[src/shared/bus_select_regs.svh]
// Register offsets, field positions and reset values of the bus select block
`ifndef BUS_SELECT_REGS_SVH
`define BUS_SELECT_REGS_SVH
`define CTRL_OFFSET       12'h000
`define STATUS_OFFSET     12'h004
`define OFFSET_A_OFFSET   12'h008
`define OFFSET_B_OFFSET   12'h00c
`define STORE_A_OFFSET    12'h010
`define STORE_B_OFFSET    12'h014
`define CTRL_A_SEL_BIT    0
`define CTRL_B_SEL_BIT    1
`define CTRL_A_OE_BIT     2
`define CTRL_B_OE_BIT     3
`define CTRL_RESET        4'h0
`define DEFAULT_OFFSET    9'h100
`define STATUS_A_RST_BIT  0
`define STATUS_B_RST_BIT  1
`define STATUS_A_DEF_BIT  2
`define STATUS_B_DEF_BIT  3
`define STATUS_A_SEL_BIT  4
`define STATUS_B_SEL_BIT  5
`endif

[src/shared/bus_select_pkg.sv]
// Types shared by the bus select block
package bus_select_pkg;
  typedef logic [8:0] word_t;
  typedef enum logic {src_live, src_stored} src_t;
endpackage

[src/verilog/bus_select.sv]
// Bus select top: pin synchronisers, APB registers, glitch-free source muxes, bus drivers
`timescale 1ns/100ps
`include "bus_select_regs.svh"
module bus_select (
  input  wire logic                  pclk,
  input  wire logic                  presetn,
  input  wire logic                  ce,
  input  wire logic                  psel,
  input  wire logic                  penable,
  input  wire logic                  pwrite,
  input  wire logic [11:0]           paddr,
  input  wire logic [31:0]           pwdata,
  output logic      [31:0]           prdata,
  output logic                       pready,
  output logic                       pslverr,
  input  wire logic                  a_side_source_select,
  input  wire logic                  b_side_source_select,
  input  wire logic                  a_bus_output_enable,
  input  wire logic                  b_bus_output_enable,
  input  wire logic                  define_flag_a_n,
  input  wire logic                  define_flag_b_n,
  input  wire logic                  a_to_b_reset_n,
  input  wire logic                  b_to_a_reset_n,
  input  wire bus_select_pkg::word_t a_bus_in,
  output bus_select_pkg::word_t      a_bus_out,
  output logic                       a_bus_oe,
  input  wire bus_select_pkg::word_t b_bus_in,
  output bus_select_pkg::word_t      b_bus_out,
  output logic                       b_bus_oe,
  input  wire bus_select_pkg::word_t a_store_word,
  input  wire bus_select_pkg::word_t b_store_word
);
  logic [7:0]            pins_s;
  logic [17:0]           data_s;
  bus_select_pkg::word_t a_live;
  bus_select_pkg::word_t b_live;
  bus_select_pkg::word_t offset_a;
  bus_select_pkg::word_t offset_b;
  logic [3:0]            ctrl_q;
  logic [3:0]            ctrl_d;
  logic [31:0]           prdata_d;
  logic                  pready_d;
  logic                  pslverr_d;
  logic                  access;
  bus_select_pkg::src_t  a_src;
  bus_select_pkg::src_t  b_src;
  bus_select_pkg::word_t a_out_d;
  bus_select_pkg::word_t b_out_d;
  logic                  a_oe_d;
  logic                  b_oe_d;

  // Control and reset pins enter through two flops
  pin_sync #(.WIDTH(8)) u_pin_sync (
    .pclk     (pclk),
    .presetn  (presetn),
    .ce       (ce),
    .pin_in   ({a_side_source_select, b_side_source_select, a_bus_output_enable,
                b_bus_output_enable, define_flag_a_n, define_flag_b_n,
                a_to_b_reset_n, b_to_a_reset_n}),
    .rst_val  (8'h3f),
    .sync_out (pins_s)
  );

  // Live bus data also crosses in from the pins
  pin_sync #(.WIDTH(18)) u_data_sync (
    .pclk     (pclk),
    .presetn  (presetn),
    .ce       (ce),
    .pin_in   ({a_bus_in, b_bus_in}),
    .rst_val  (18'h00000),
    .sync_out (data_s)
  );
  assign a_live = data_s[17:9];
  assign b_live = data_s[8:0];

  // Offset for the store loaded from the A side
  offset_capture u_offset_a (
    .pclk          (pclk),
    .presetn       (presetn),
    .ce            (ce),
    .define_flag_n (pins_s[3]),
    .dir_reset_n   (pins_s[1]),
    .side_data     (a_live),
    .offset        (offset_a)
  );

  // Offset for the store loaded from the B side
  offset_capture u_offset_b (
    .pclk          (pclk),
    .presetn       (presetn),
    .ce            (ce),
    .define_flag_n (pins_s[2]),
    .dir_reset_n   (pins_s[0]),
    .side_data     (b_live),
    .offset        (offset_b)
  );

  // APB slave, one wait state, error on unmapped address
  assign access = psel && penable && !pready;
  always_comb begin
    ctrl_d    = ctrl_q;
    prdata_d  = 32'h00000000;
    pready_d  = 1'b0;
    pslverr_d = 1'b0;
    if (access) begin
      pready_d = 1'b1;
      case (paddr)
        `CTRL_OFFSET: begin
          prdata_d = {28'h0000000, ctrl_q};
        end
        `STATUS_OFFSET: begin
          prdata_d = {26'h0000000, b_src == bus_select_pkg::src_stored,
                      a_src == bus_select_pkg::src_stored,
                      pins_s[2], pins_s[3], pins_s[0], pins_s[1]};
        end
        `OFFSET_A_OFFSET: prdata_d = {23'h000000, offset_a};
        `OFFSET_B_OFFSET: prdata_d = {23'h000000, offset_b};
        `STORE_A_OFFSET:  prdata_d = {23'h000000, a_store_word};
        `STORE_B_OFFSET:  prdata_d = {23'h000000, b_store_word};
        default:          pslverr_d = 1'b1;
      endcase
      if (pwrite && paddr != `CTRL_OFFSET) begin
        prdata_d = 32'h00000000;
      end
    end
    // Write lands at the edge where the master sees pready high
    if (psel && penable && pready && pwrite && paddr == `CTRL_OFFSET) begin
      ctrl_d = pwdata[3:0];
    end
  end

  // Selects: pin OR register bit; enables: pin AND NOT register bit
  always_comb begin
    a_src = (pins_s[7] | ctrl_q[`CTRL_A_SEL_BIT]) ? bus_select_pkg::src_stored
                                                   : bus_select_pkg::src_live;
    b_src = (pins_s[6] | ctrl_q[`CTRL_B_SEL_BIT]) ? bus_select_pkg::src_stored
                                                   : bus_select_pkg::src_live;
    a_oe_d = pins_s[5] & ~ctrl_q[`CTRL_A_OE_BIT];
    b_oe_d = pins_s[4] & ~ctrl_q[`CTRL_B_OE_BIT];
    case (a_src)
      bus_select_pkg::src_stored: a_out_d = b_store_word;
      default:                    a_out_d = b_live;
    endcase
    case (b_src)
      bus_select_pkg::src_stored: b_out_d = a_store_word;
      default:                    b_out_d = a_live;
    endcase
  end

  // Registered mux outputs switch in one edge, no mixed word
  always_ff @(posedge pclk or negedge presetn) begin
    if (!presetn) begin
      ctrl_q    <= `CTRL_RESET;
      prdata    <= 32'h00000000;
      pready    <= 1'b0;
      pslverr   <= 1'b0;
      a_bus_out <= 9'h000;
      b_bus_out <= 9'h000;
      a_bus_oe  <= 1'b0;
      b_bus_oe  <= 1'b0;
    end else if (ce) begin
      ctrl_q    <= ctrl_d;
      prdata    <= prdata_d;
      pready    <= pready_d;
      pslverr   <= pslverr_d;
      a_bus_out <= a_out_d;
      b_bus_out <= b_out_d;
      a_bus_oe  <= a_oe_d;
      b_bus_oe  <= b_oe_d;
    end
  end

  a_a_source: assert property (@(posedge pclk) disable iff (!presetn)
    ce |=> a_bus_out == ($past(a_src) == bus_select_pkg::src_stored ?
                         $past(b_store_word) : $past(b_live)))
    else $error("A bus source wrong");
  a_b_source: assert property (@(posedge pclk) disable iff (!presetn)
    ce |=> b_bus_out == ($past(b_src) == bus_select_pkg::src_stored ?
                         $past(a_store_word) : $past(a_live)))
    else $error("B bus source wrong");
  a_b_enable: assert property (@(posedge pclk) disable iff (!presetn)
    ce && !pins_s[4] |=> !b_bus_oe)
    else $error("B bus driven while disabled");
  a_a_enable: assert property (@(posedge pclk) disable iff (!presetn)
    ce && !pins_s[5] |=> !a_bus_oe)
    else $error("A bus driven while disabled");
  a_clean_switch: assert property (@(posedge pclk) disable iff (!presetn)
    ce && $changed(a_src) && $stable(b_live) && $stable(b_store_word)
    ##1 ce && $stable(a_src) && $stable(b_live) && $stable(b_store_word)
    |=> $stable(a_bus_out))
    else $error("A bus changed twice after select switch");
  a_apb_ready: assert property (@(posedge pclk) disable iff (!presetn)
    ce && psel && penable && !pready |=> pready ##1 !pready)
    else $error("APB ready not a single pulse");
  c_a_stored: cover property (@(posedge pclk) disable iff (!presetn)
    a_src == bus_select_pkg::src_stored && a_bus_oe);
  c_b_stored: cover property (@(posedge pclk) disable iff (!presetn)
    b_src == bus_select_pkg::src_stored && b_bus_oe);
  c_apb_write: cover property (@(posedge pclk) disable iff (!presetn)
    pready && pwrite && paddr == `CTRL_OFFSET);
endmodule

[src/verilog/offset_capture.sv]
// Almost-full/almost-empty offset capture for one direction
`timescale 1ns/100ps
module offset_capture (
  input  wire logic                  pclk,
  input  wire logic                  presetn,
  input  wire logic                  ce,
  input  wire logic                  define_flag_n,
  input  wire logic                  dir_reset_n,
  input  wire bus_select_pkg::word_t side_data,
  output bus_select_pkg::word_t      offset
);
  logic                  flag_q;
  logic                  flag_d;
  logic                  rst_q;
  logic                  rst_d;
  logic                  held_high_q;
  logic                  held_high_d;
  bus_select_pkg::word_t user_q;
  bus_select_pkg::word_t user_d;
  bus_select_pkg::word_t offset_q;
  bus_select_pkg::word_t offset_d;

  // Edge detection and offset selection
  always_comb begin
    flag_d      = define_flag_n;
    rst_d       = dir_reset_n;
    user_d      = user_q;
    held_high_d = held_high_q;
    offset_d    = offset_q;
    if (flag_q && !define_flag_n) begin
      user_d = side_data;
    end
    if (rst_q && !dir_reset_n) begin
      held_high_d = define_flag_n;
    end else if (!dir_reset_n) begin
      held_high_d = held_high_q & define_flag_n;
    end
    if (!rst_q && dir_reset_n) begin
      offset_d = (held_high_q && define_flag_n) ? `DEFAULT_OFFSET : user_d;
    end
  end

  // State registers
  always_ff @(posedge pclk or negedge presetn) begin
    if (!presetn) begin
      flag_q      <= 1'b1;
      rst_q       <= 1'b1;
      held_high_q <= 1'b1;
      user_q      <= `DEFAULT_OFFSET;
      offset_q    <= `DEFAULT_OFFSET;
    end else if (ce) begin
      flag_q      <= flag_d;
      rst_q       <= rst_d;
      held_high_q <= held_high_d;
      user_q      <= user_d;
      offset_q    <= offset_d;
    end
  end

  assign offset = offset_q;

  a_user_capture: assert property (@(posedge pclk) disable iff (!presetn)
    ce && flag_q && !define_flag_n |=> user_q == $past(side_data))
    else $error("offset word not captured on define flag fall");
  a_default_offset: assert property (@(posedge pclk) disable iff (!presetn)
    ce && !rst_q && dir_reset_n && held_high_q && define_flag_n
    |=> offset_q == `DEFAULT_OFFSET)
    else $error("default offset not applied");
  c_user_release: cover property (@(posedge pclk) disable iff (!presetn)
    ce && !rst_q && dir_reset_n && !define_flag_n);
endmodule

[src/verilog/pin_sync.sv]
// Two-stage synchroniser for a group of pin levels
`timescale 1ns/100ps
module pin_sync #(
  parameter int WIDTH = 1
) (
  input  wire logic             pclk,
  input  wire logic             presetn,
  input  wire logic             ce,
  input  wire logic [WIDTH-1:0] pin_in,
  input  wire logic [WIDTH-1:0] rst_val,
  output logic      [WIDTH-1:0] sync_out
);
  logic [WIDTH-1:0] meta_q;
  logic [WIDTH-1:0] meta_d;
  logic [WIDTH-1:0] sync_q;
  logic [WIDTH-1:0] sync_d;
  logic [WIDTH-1:0] init_q;

  // Next values, frozen while the enable is low
  always_comb begin
    meta_d = ce ? pin_in : meta_q;
    sync_d = ce ? meta_q : sync_q;
  end

  // Reset value is strapped per instance, applied after release
  always_ff @(posedge pclk or negedge presetn) begin
    if (!presetn) begin
      meta_q <= '0;
      sync_q <= '0;
      init_q <= '0;
    end else begin
      init_q <= '1;
      meta_q <= meta_d;
      sync_q <= init_q == '0 ? rst_val : sync_d;
    end
  end

  assign sync_out = sync_q;
endmodule
[config.mk]
export PLATFORM = sky130hd
export DESIGN_NAME = bus_select
export DESIGN_NICKNAME = d
export VERILOG_FILES = /design/src/shared/bus_select_pkg.sv /design/src/verilog/bus_select.sv /design/src/verilog/offset_capture.sv /design/src/verilog/pin_sync.sv
export VERILOG_INCLUDE_DIRS = /design/src /design/src/shared
export SDC_FILE = /design/constraint.sdc
export NUM_CORES = 1
export LEC_CHECK = 0
export ABC_AREA = 1
export BUFFER_PORTS_ARGS = -buffer_cell sky130_fd_sc_hd__buf_2
export CAP_MARGIN = 20
export CELL_PAD_IN_SITES_DETAIL_PLACEMENT = 0
export CELL_PAD_IN_SITES_GLOBAL_PLACEMENT = 1
export CORE_ASPECT_RATIO = 0.7
export CORE_MARGIN = 10
export CORE_UTILIZATION = 36
export DETAILED_ROUTE_END_ITERATION = 7
export MAX_ROUTING_LAYER = met4
export PLACE_DENSITY = 0.85
export SLEW_MARGIN = 20
export SYNTH_ARGS = -nofsm -noshare
export SYNTH_HDL_FRONTEND = slang
export SYNTH_HIERARCHICAL = 1
export SYNTH_SLANG_ARGS = --single-unit
export TNS_END_PERCENT = 5
[constraint.sdc]
create_clock -name pclk -period 1.2 [get_ports pclk]
set_input_delay 0.24 -clock pclk [delete_from_list [all_inputs] [get_ports pclk]]
set_output_delay 0.24 -clock pclk [all_outputs]
set_load 0.01 [all_outputs]
==> results.txt, run 1 <==
- Source of the critical timing path: u_pin_sync/sync_out[6]$_DFFE_PN0P_
- Area of the mapped netlist: 6700 um2
* Post-synth EDFFs: 0
- Dividing the synthesized area by the synthesized cell count gives 7.97 um2.
- Power after layout: 0.0122 W
- Setup slack on the worst reg-to-reg path comes out at -0.1 ns.
* Gr ovfl total: 0
- The largest single stage delay on the critical path is 0.40 ns.
- Area growth from synthesis to layout: 26.8%
- DR DRC count: 0
- Vias in the first global route: 5807
* WS Path Type: register to register
- Of all nets on the critical path, the largest fanout is 6.
* Cell at the root of the clock tree: clkbuf_16
- In the final layout, the share of cells above drive strength 1 is 0.266.
- Total global routing track utilization: 0.158
- Required time of the critical path: 1.51 ns
- The number of endpoints with negative hold slack in the final report came to 0.
* Power Dens Cells: 1440 nW/um2
* Ys async rst share: 1.00
- Pre-antenna DRT Iters: 5
- For this run, global-route usage on met3 was measured as 0.0343.
- Top-Level Pins: 148
- Detailed placement ended at an HPWL of 13.8 mm.
* Critical Path Slowest Stage Cell: dfrtp_1
- The path class of the tightest hold or removal check is input pin to register.
- The initial antenna violation count was 0.
* Critical Path Sink Type: register
* Clock buffer depth: 2
- Static power due to leakage: 4.48 nW
* Final critical-path share of the clock period: 1.08
- Post-synthesis cell count: 840
- Number of nets in the final layout: 1090
- Pin count of the biggest net entering global routing: 37
* Clock input transition at the sequential cells of the worst setup and hold paths: 0.06 ns
- Of all cell types, the one taking the most synthesized area is dfrtp_1.
* Buffers on Ports: 96
- Count of cell types in the netlist: 33
- In the synthesized netlist the dominant register cell turns out to be dfrtp_1.
* Setup violation total in the final timing report: 16
* Kind of start point of the critical path: register
- Clock share of power: 0.377
- Number of warning messages in the yosys log: 6
* Number of slew-limit violations in the final report: 0
- ANT cells: 0
- Fraction of met2 tracks used by global routing: 0.242
- Placement row count: 41
* Die area: 24500 um2
* Setup slack of the critical path after layout: -0.0995 ns
- Final core occ: 0.467
* TritonCTS clock tree: built
* Worst path cell trace: or2_4 > buf_6 > buf_4 > a21oi_2 > a21oi_2
- Derived from the worst setup path, the maximum achievable clock frequency is 770 MHz.
* Top-area cell type share of the netlist area: 0.452
* Post-route minimum period: 1.30 ns
- Of the total power, combinational logic draws 0.168.
* Insertion delay to the later sink of the worst-skew pair: 0.41 ns
- Critical Path Most Common Cell: a21oi_2
- For this configuration, the core starts out at a cell density of 0.369.
* Total routed wirelength: 18.7 mm
- The final reports fail on setup timing.
- In this run the number of H-tree levels came out at 4.
- The floorplan step defined a core boundary enclosing 18200 um2.
* TNS Setup: -0.526 ns
- STA puts the critical path data arrival time at 1.61 ns.
- Number of buffers added by the clock tree synthesis step: 17
- Switching portion of total power: 0.293
* Max-cap violations: 0
- The die is 183 um wide.
- For this block, the initial DRC count from the detailed router was 496.
* Number of register bits inferred by synthesis: 131
- The first global-routing pass estimated 30.5 mm of wire.
- Worst hold margin: 0.0207 ns
- Met1 global-route usage: 0.209
- Clock sink count: 131
- Y dimension of the die: 134 um
* Synth area leaders: dfrtp_1 (45%), nand2_1 (20%), nand3_1 (9.0%)
- Routed WL per cell: 15.0 um
- IR analysis of the VDD net gives a maximum drop of 0.759 mV.
- Proportion of power drawn by flip-flops and latches: 0.455
- For the final database, setup skew stands at 0.0117 ns.
- The detail route stage leaves a number of antenna-violating nets equal to 0.
- Minimum setup slack after placement: -0.272 ns
- The worst register-to-register path begins at u_pin_sync/sync_out[6]$_DFFE_PN0P_.
- Unrepaired setup endpoints after global routing: true
* Min-Delay Startpoint: b_bus_in[5]
* Internal Pwr Total: 0.00866 W
- The congestion estimate from routability-driven global placement came to 0.870.
* Vias: 5850
- Result of the run: complete, but fails checks
- Sequential cell area fraction in the yosys report: 0.491
- Via density per instance: 4.70
- The analysis attributes to net switching a power of 0.00358 W.
- The global routing stage identified its most utilized layer as met2.
[routing by layer]
metal  vias to the layer above  routed length, um
li1                       2912                  -
met1                      2739               8890
met2                       180               8720
met3                        19                914
met4                         0                173
met5                         -                  0
[cell usage in the layout, fill, tap and decap left out, types with 4 or more instances in the layout]
cell,n
a21oi_4,7
clkbuf_16,17
nand2_2,18
inv_1,31
dfstp_2,10
nand3_2,13
inv_2,7
nor2_2,6
nand3_1,118
dfrtp_1,118
conb_1,51
buf_2,84
clkinv_2,6
nand4_1,4
o21ai_0,7
buf_6,13
nor2_1,40
o21ai_1,5
nand2_1,340
a21oi_2,13
nor2_4,6
buf_12,13
clkbuf_1,7
a21oi_1,17
buf_4,34
[synthesized netlist by cell type, types with 3 or more instances]
cell and count:
a21oi_1 36, buf_2 5, buf_4 26, buf_6 18
conb_1 4, dfrtp_1 121, dfstp_2 10, inv_1 32
inv_2 6, nand2_1 354, nand2_2 4, nand2_4 3
nand3_1 120, nand3_2 11, nand4_1 4, nor2_1 41
nor2_2 5, nor2_4 6, o21ai_0 7, o21ai_1 5
[worst paths after layout]
kind                                                          end  cells after the start
min in group asynchronous                      pready$_DFFE_PN0P_                      2
worst max register to register           b_bus_out[1]$_DFFE_PN0P_                      5
worst min register to register   u_offset_a/user_q[8]$_DFFE_PN1P_                      2
worst min-delay path            u_data_sync/meta_q[5]$_DFFE_PN0P_                      3
max in group asynchronous           u_offset_b/flag_q$_DFFE_PN1P_                      3
worst max-delay path                     b_bus_out[1]$_DFFE_PN0P_                      5
[layout make-up]
cell class	count	area [um2]
Inverter	45	199
Clock inverter	6	35.0
Multi-Input combinational cell	656	3090
Sequential cell	131	3290
Clock buffer	26	479
Timing Repair Buffer	145	1090
Fill cell	1823	9670
Tap cell	236	295
[registers in the layout (all words and copies together) (netlist names), 4 cells and up]
| signal | count |
|---|---|
| prdata | 9 |
| u_offset_b/offset | 9 |
| u_offset_a/offset | 9 |
| u_data_sync/sync_out | 18 |
| b_bus_out | 9 |
| u_data_sync/meta_q | 18 |
| u_pin_sync/sync_out | 8 |
| ctrl_q | 4 |
| u_offset_b/user_q | 9 |
| u_offset_a/user_q | 9 |
| a_bus_out | 9 |
| u_pin_sync/meta_q | 8 |
[logic make-up after synthesis]
logic type             share of synthesized area
DFF                                        0.491
other                                    0.00224
and+or+nand+nor                            0.367
buffers and inverters                     0.0981
AOI/OAI and AO/OA                         0.0409
[power groups by stage]
stage / registers, W / clock network [W] / logic, W
after CTS: 0.00555 / 0.00468 / 0.00187
after global routing: 0.00564 / 0.00491 / 0.00234
after floorplan: 0.00549 / 0 / 0.00119
after detailed placement: 0.00560 / 0 / 0.00185
final: 0.00557 / 0.00461 / 0.00206
after global placement: 0.00560 / 0 / 0.00182
[worst max-delay path, delay by kind of cell (launching register included)]
family / cells / cell delay, ns
buffers and inverters: 2 / 0.29
flip-flops: 1 / 0.40
AO/OA/AOI/OAI: 2 / 0.20
AND/OR/NAND/NOR: 1 / 0.31
[what timing repair did]
action                                  in CTS  in global routing
endpoints found under the setup margin      29                 91
hold buffers                                 1                  0
pin swaps                                    4                 15
hold endpoints to repair                    56                  0
setup buffers                                0                 10
gates resized for setup                      7                 62
[through the flow]
stage                     area [um2]  instances
after global routing            8490       1245
after global placement          7630       1202
after CTS                       8180       1235
after floorplan                 6870        887
final                           8490       1245
after detailed placement        7630       1202
(Power assumes the default switching activity.)
==> run 2: changes to the inputs <==
--- a/config.mk
+++ b/config.mk
@@ -13,10 +13,11 @@
 export CELL_PAD_IN_SITES_GLOBAL_PLACEMENT = 1
 export CORE_ASPECT_RATIO = 0.7
 export CORE_MARGIN = 10
-export CORE_UTILIZATION = 36
+export CORE_UTILIZATION = 43
 export DETAILED_ROUTE_END_ITERATION = 7
+export GPL_ROUTABILITY_DRIVEN = 0
 export MAX_ROUTING_LAYER = met4
-export PLACE_DENSITY = 0.85
+export PLACE_DENSITY = 0.95
 export SLEW_MARGIN = 20
 export SYNTH_ARGS = -nofsm -noshare
 export SYNTH_HDL_FRONTEND = slang
==> constraint.sdc (replaced) <==
create_clock -name pclk -period 1.6 [get_ports pclk]
set_input_delay 0.32 -clock pclk [delete_from_list [all_inputs] [get_ports pclk]]
set_output_delay 0.32 -clock pclk [all_outputs]
set_load 0.01 [all_outputs]
==> results.txt, run 2 (synthesis results as in run 1) <==
- At the later pin of the worst-skew pair, clock insertion delay measures 0.42 ns.
* Detailed-placement wirelength estimate: 13.3 mm
* WS Path Type: register to register
- TritonCTS clock tree: built
* Number of nets in the final layout: 1069
* Highest ir drop seen on vdd: 0.658 mV
- Of all nets on the critical path, the largest fanout is 11.
- Pre-antenna DRT Iters: 5
- Stage delay of the slowest cell on the critical path: 0.43 ns
- In this run the tool buffered the top-level ports with 96 buffer cells.
- STA puts the critical path data required time at 1.90 ns.
- The share of total power dissipated in the clock network is 0.407.
- # H-tree levels: 4
- Area growth from synthesis to layout: 19.7%
* Post-route minimum period: 1.44 ns
- For this block, the via count after detailed routing is 5805.
- Internal power comes to 0.00655 W.
- The share of total power dissipated in sequential elements is 0.446.
- For met2 alone, demand over resource in global routing was 0.254.
* Setup violation total in the final timing report: 0
- The initial antenna violation count came to 0.
- Derived from the worst setup path, the maximum achievable clock frequency is 694 MHz.
* Pin count of the biggest net entering global routing: 37
* Vias in the first global route: 5555
* Core area: 15400 um2
* Cell at the root of the clock tree: clkbuf_16
- Among all stages on the critical path, the largest delay is contributed by or2_2.
- The flow ran to the end, and the final reports show no timing, DRC or antenna violations.
- Path category of the worst min-delay check: input pin to register
- Initial detailed-routing violation count: 510
- Row generation in the floorplan step produced 38 rows.
- Number of buffers added by the clock tree synthesis step: 17
- Clock sink count: 131
* Total routed wirelength: 18.0 mm
- TNS Setup: 0 ns
- 148 I/O pins were placed.
- Counting stages on the worst path, the most repeated cell is nand2_1.
* CTS hold repair buffers: 1
- Commonest cells after routing, fill and taps aside: nand2_1 (354), dfrtp_1 (121), nand3_1 (120), buf_2 (94), conb_1 (51)
* Kind of start point of the critical path: register
- Power Dens Cells: 1160 nW/um2
- 0 antenna diodes ended up in the layout.
- Of the available clock period, the critical path in the final layout requires 0.901.
- Combinational power share: 0.146
- The worst setup path is captured at a register.
* Die area: 21000 um2
- Die extent in x: 169 um
- Unrepaired setup endpoints after global routing: false
- Wire length of the first global-routing pass: 29.2 mm
* Proportion of layout cells with a drive suffix above 1: 0.215
- Via density per instance: 4.89
- Antenna-violating nets left: 0
- Summed over all nets, the switching power comes to 0.00272 W.
- Met1 global-route usage: 0.243
- The final number of max-transition violations came to 0.
* Y dimension of the die: 124 um
* Clock input transition at the sequential cells of the worst setup and hold paths: 0.06 ns
- Between clock sinks in the finished design, the worst skew comes to 0.00939 ns.
- DR DRC count: 0
* Total global routing track utilization: 0.174
* Met3 Track Usage GR: 0.0328
* Most common library cell in the layout ignoring fill and taps: nand2_1
- The number of gates resized after CTS was 0.
* Worst path cell trace: or2_2 > nand3_1 > nand2_1 > nor2_1 > nand2_1 > nand3_1 > nand2_1
- Initial Utilization: 0.436
* Final Hold Fails: 0
- Layer carrying the most global-route usage: met2
- The clock passes through at most 2 buffers.
- Of the total power, the share spent switching nets is 0.294.
- Final core occ: 0.522
* Data arrival, critical path: 1.74 ns
- In this run the static leakage power is 4.35 nW.
- After detailed routing, the average wire length per cell comes to 15.2 um.
* Max-cap violations: 0
* Gr ovfl total: 0
- Buffers added to address setup during post-CTS repair amount to 0.
## run 2: changes by cell type in the layout (fill, tap and decap cells not counted), moves of 10 or more
cell	change
buf_2	+10
a21oi_2	-13
buf_6	-13
nand2_2	-14
a21oi_1	+19
buf_4	-12
nand2_1	+14
## run 2: metal layers
metal / share of wire / wire [um]
met1: 0.47 / 8390
met2: 0.46 / 8380
met3: 0.060 / 1080
met4: 0.010 / 182
met5: 0 / 0
## run 2: critical path: cells and delay by family, from the launching register on
family | cells | cell delay, ns
simple gates | 7 | 0.95
flops | 1 | 0.38
## run 2: path summary, 6_finish.rpt
kind	slack (ns)	endpoint	cells after the start	start
worst max-delay path	0.16	prdata[4]$_DFFE_PN0P_	7	u_pin_sync/sync_out[7]$_DFFE_PN0P_
worst min-delay path	0.1	u_data_sync/meta_q[12]$_DFFE_PN0P_	3	a_bus_in[3]
worst max register to register	0.16	prdata[4]$_DFFE_PN0P_	7	u_pin_sync/sync_out[7]$_DFFE_PN0P_
worst min register to register	0.47	u_offset_a/user_q[8]$_DFFE_PN1P_	2	u_offset_a/user_q[8]$_DFFE_PN1P_
max in group asynchronous	0.58	a_bus_out[7]$_DFFE_PN0P_	3	presetn
min in group asynchronous	0.40	ctrl_q[3]$_DFFE_PN0P_	2	presetn
## run 2: per-stage QoR
stage,total power (W),std cells,hold WS (ns),cell area [um2],setup WS [ns]
6_report,0.00927,1188,0.0961,8020,0.159
5_1_grt,0.00972,1188,0.0944,8020,0.116
4_1_cts,0.00932,1188,0.0857,8020,0.178
3_5_place_dp,0.00554,1155,0.277,7430,0.0791
3_3_place_gp,0.00550,1155,0.280,7430,0.104
2_1_floorplan,0.00501,887,0.0244,6870,0.367
## run 2: area by class of cell
| class | count | area, um2 |
|---|---|---|
| fill | 1446 | 7340 |
| clock buffer | 19 | 453 |
| inverter | 45 | 189 |
| sequential | 131 | 3290 |
| tap | 200 | 250 |
| multi-input combinational | 656 | 2920 |
| clock inverter | 13 | 124 |
| timing repair buffer | 124 | 786 |
## run 2: power by group through the flow
stage | clock network, W | logic [W] | registers [W]
after floorplan | 0 | 0.000891 | 0.00412
after global placement | 0 | 0.00132 | 0.00417
after detailed placement | 0 | 0.00136 | 0.00418
after CTS | 0.00383 | 0.00136 | 0.00413
after global routing | 0.00399 | 0.00154 | 0.00419
final | 0.00378 | 0.00136 | 0.00414
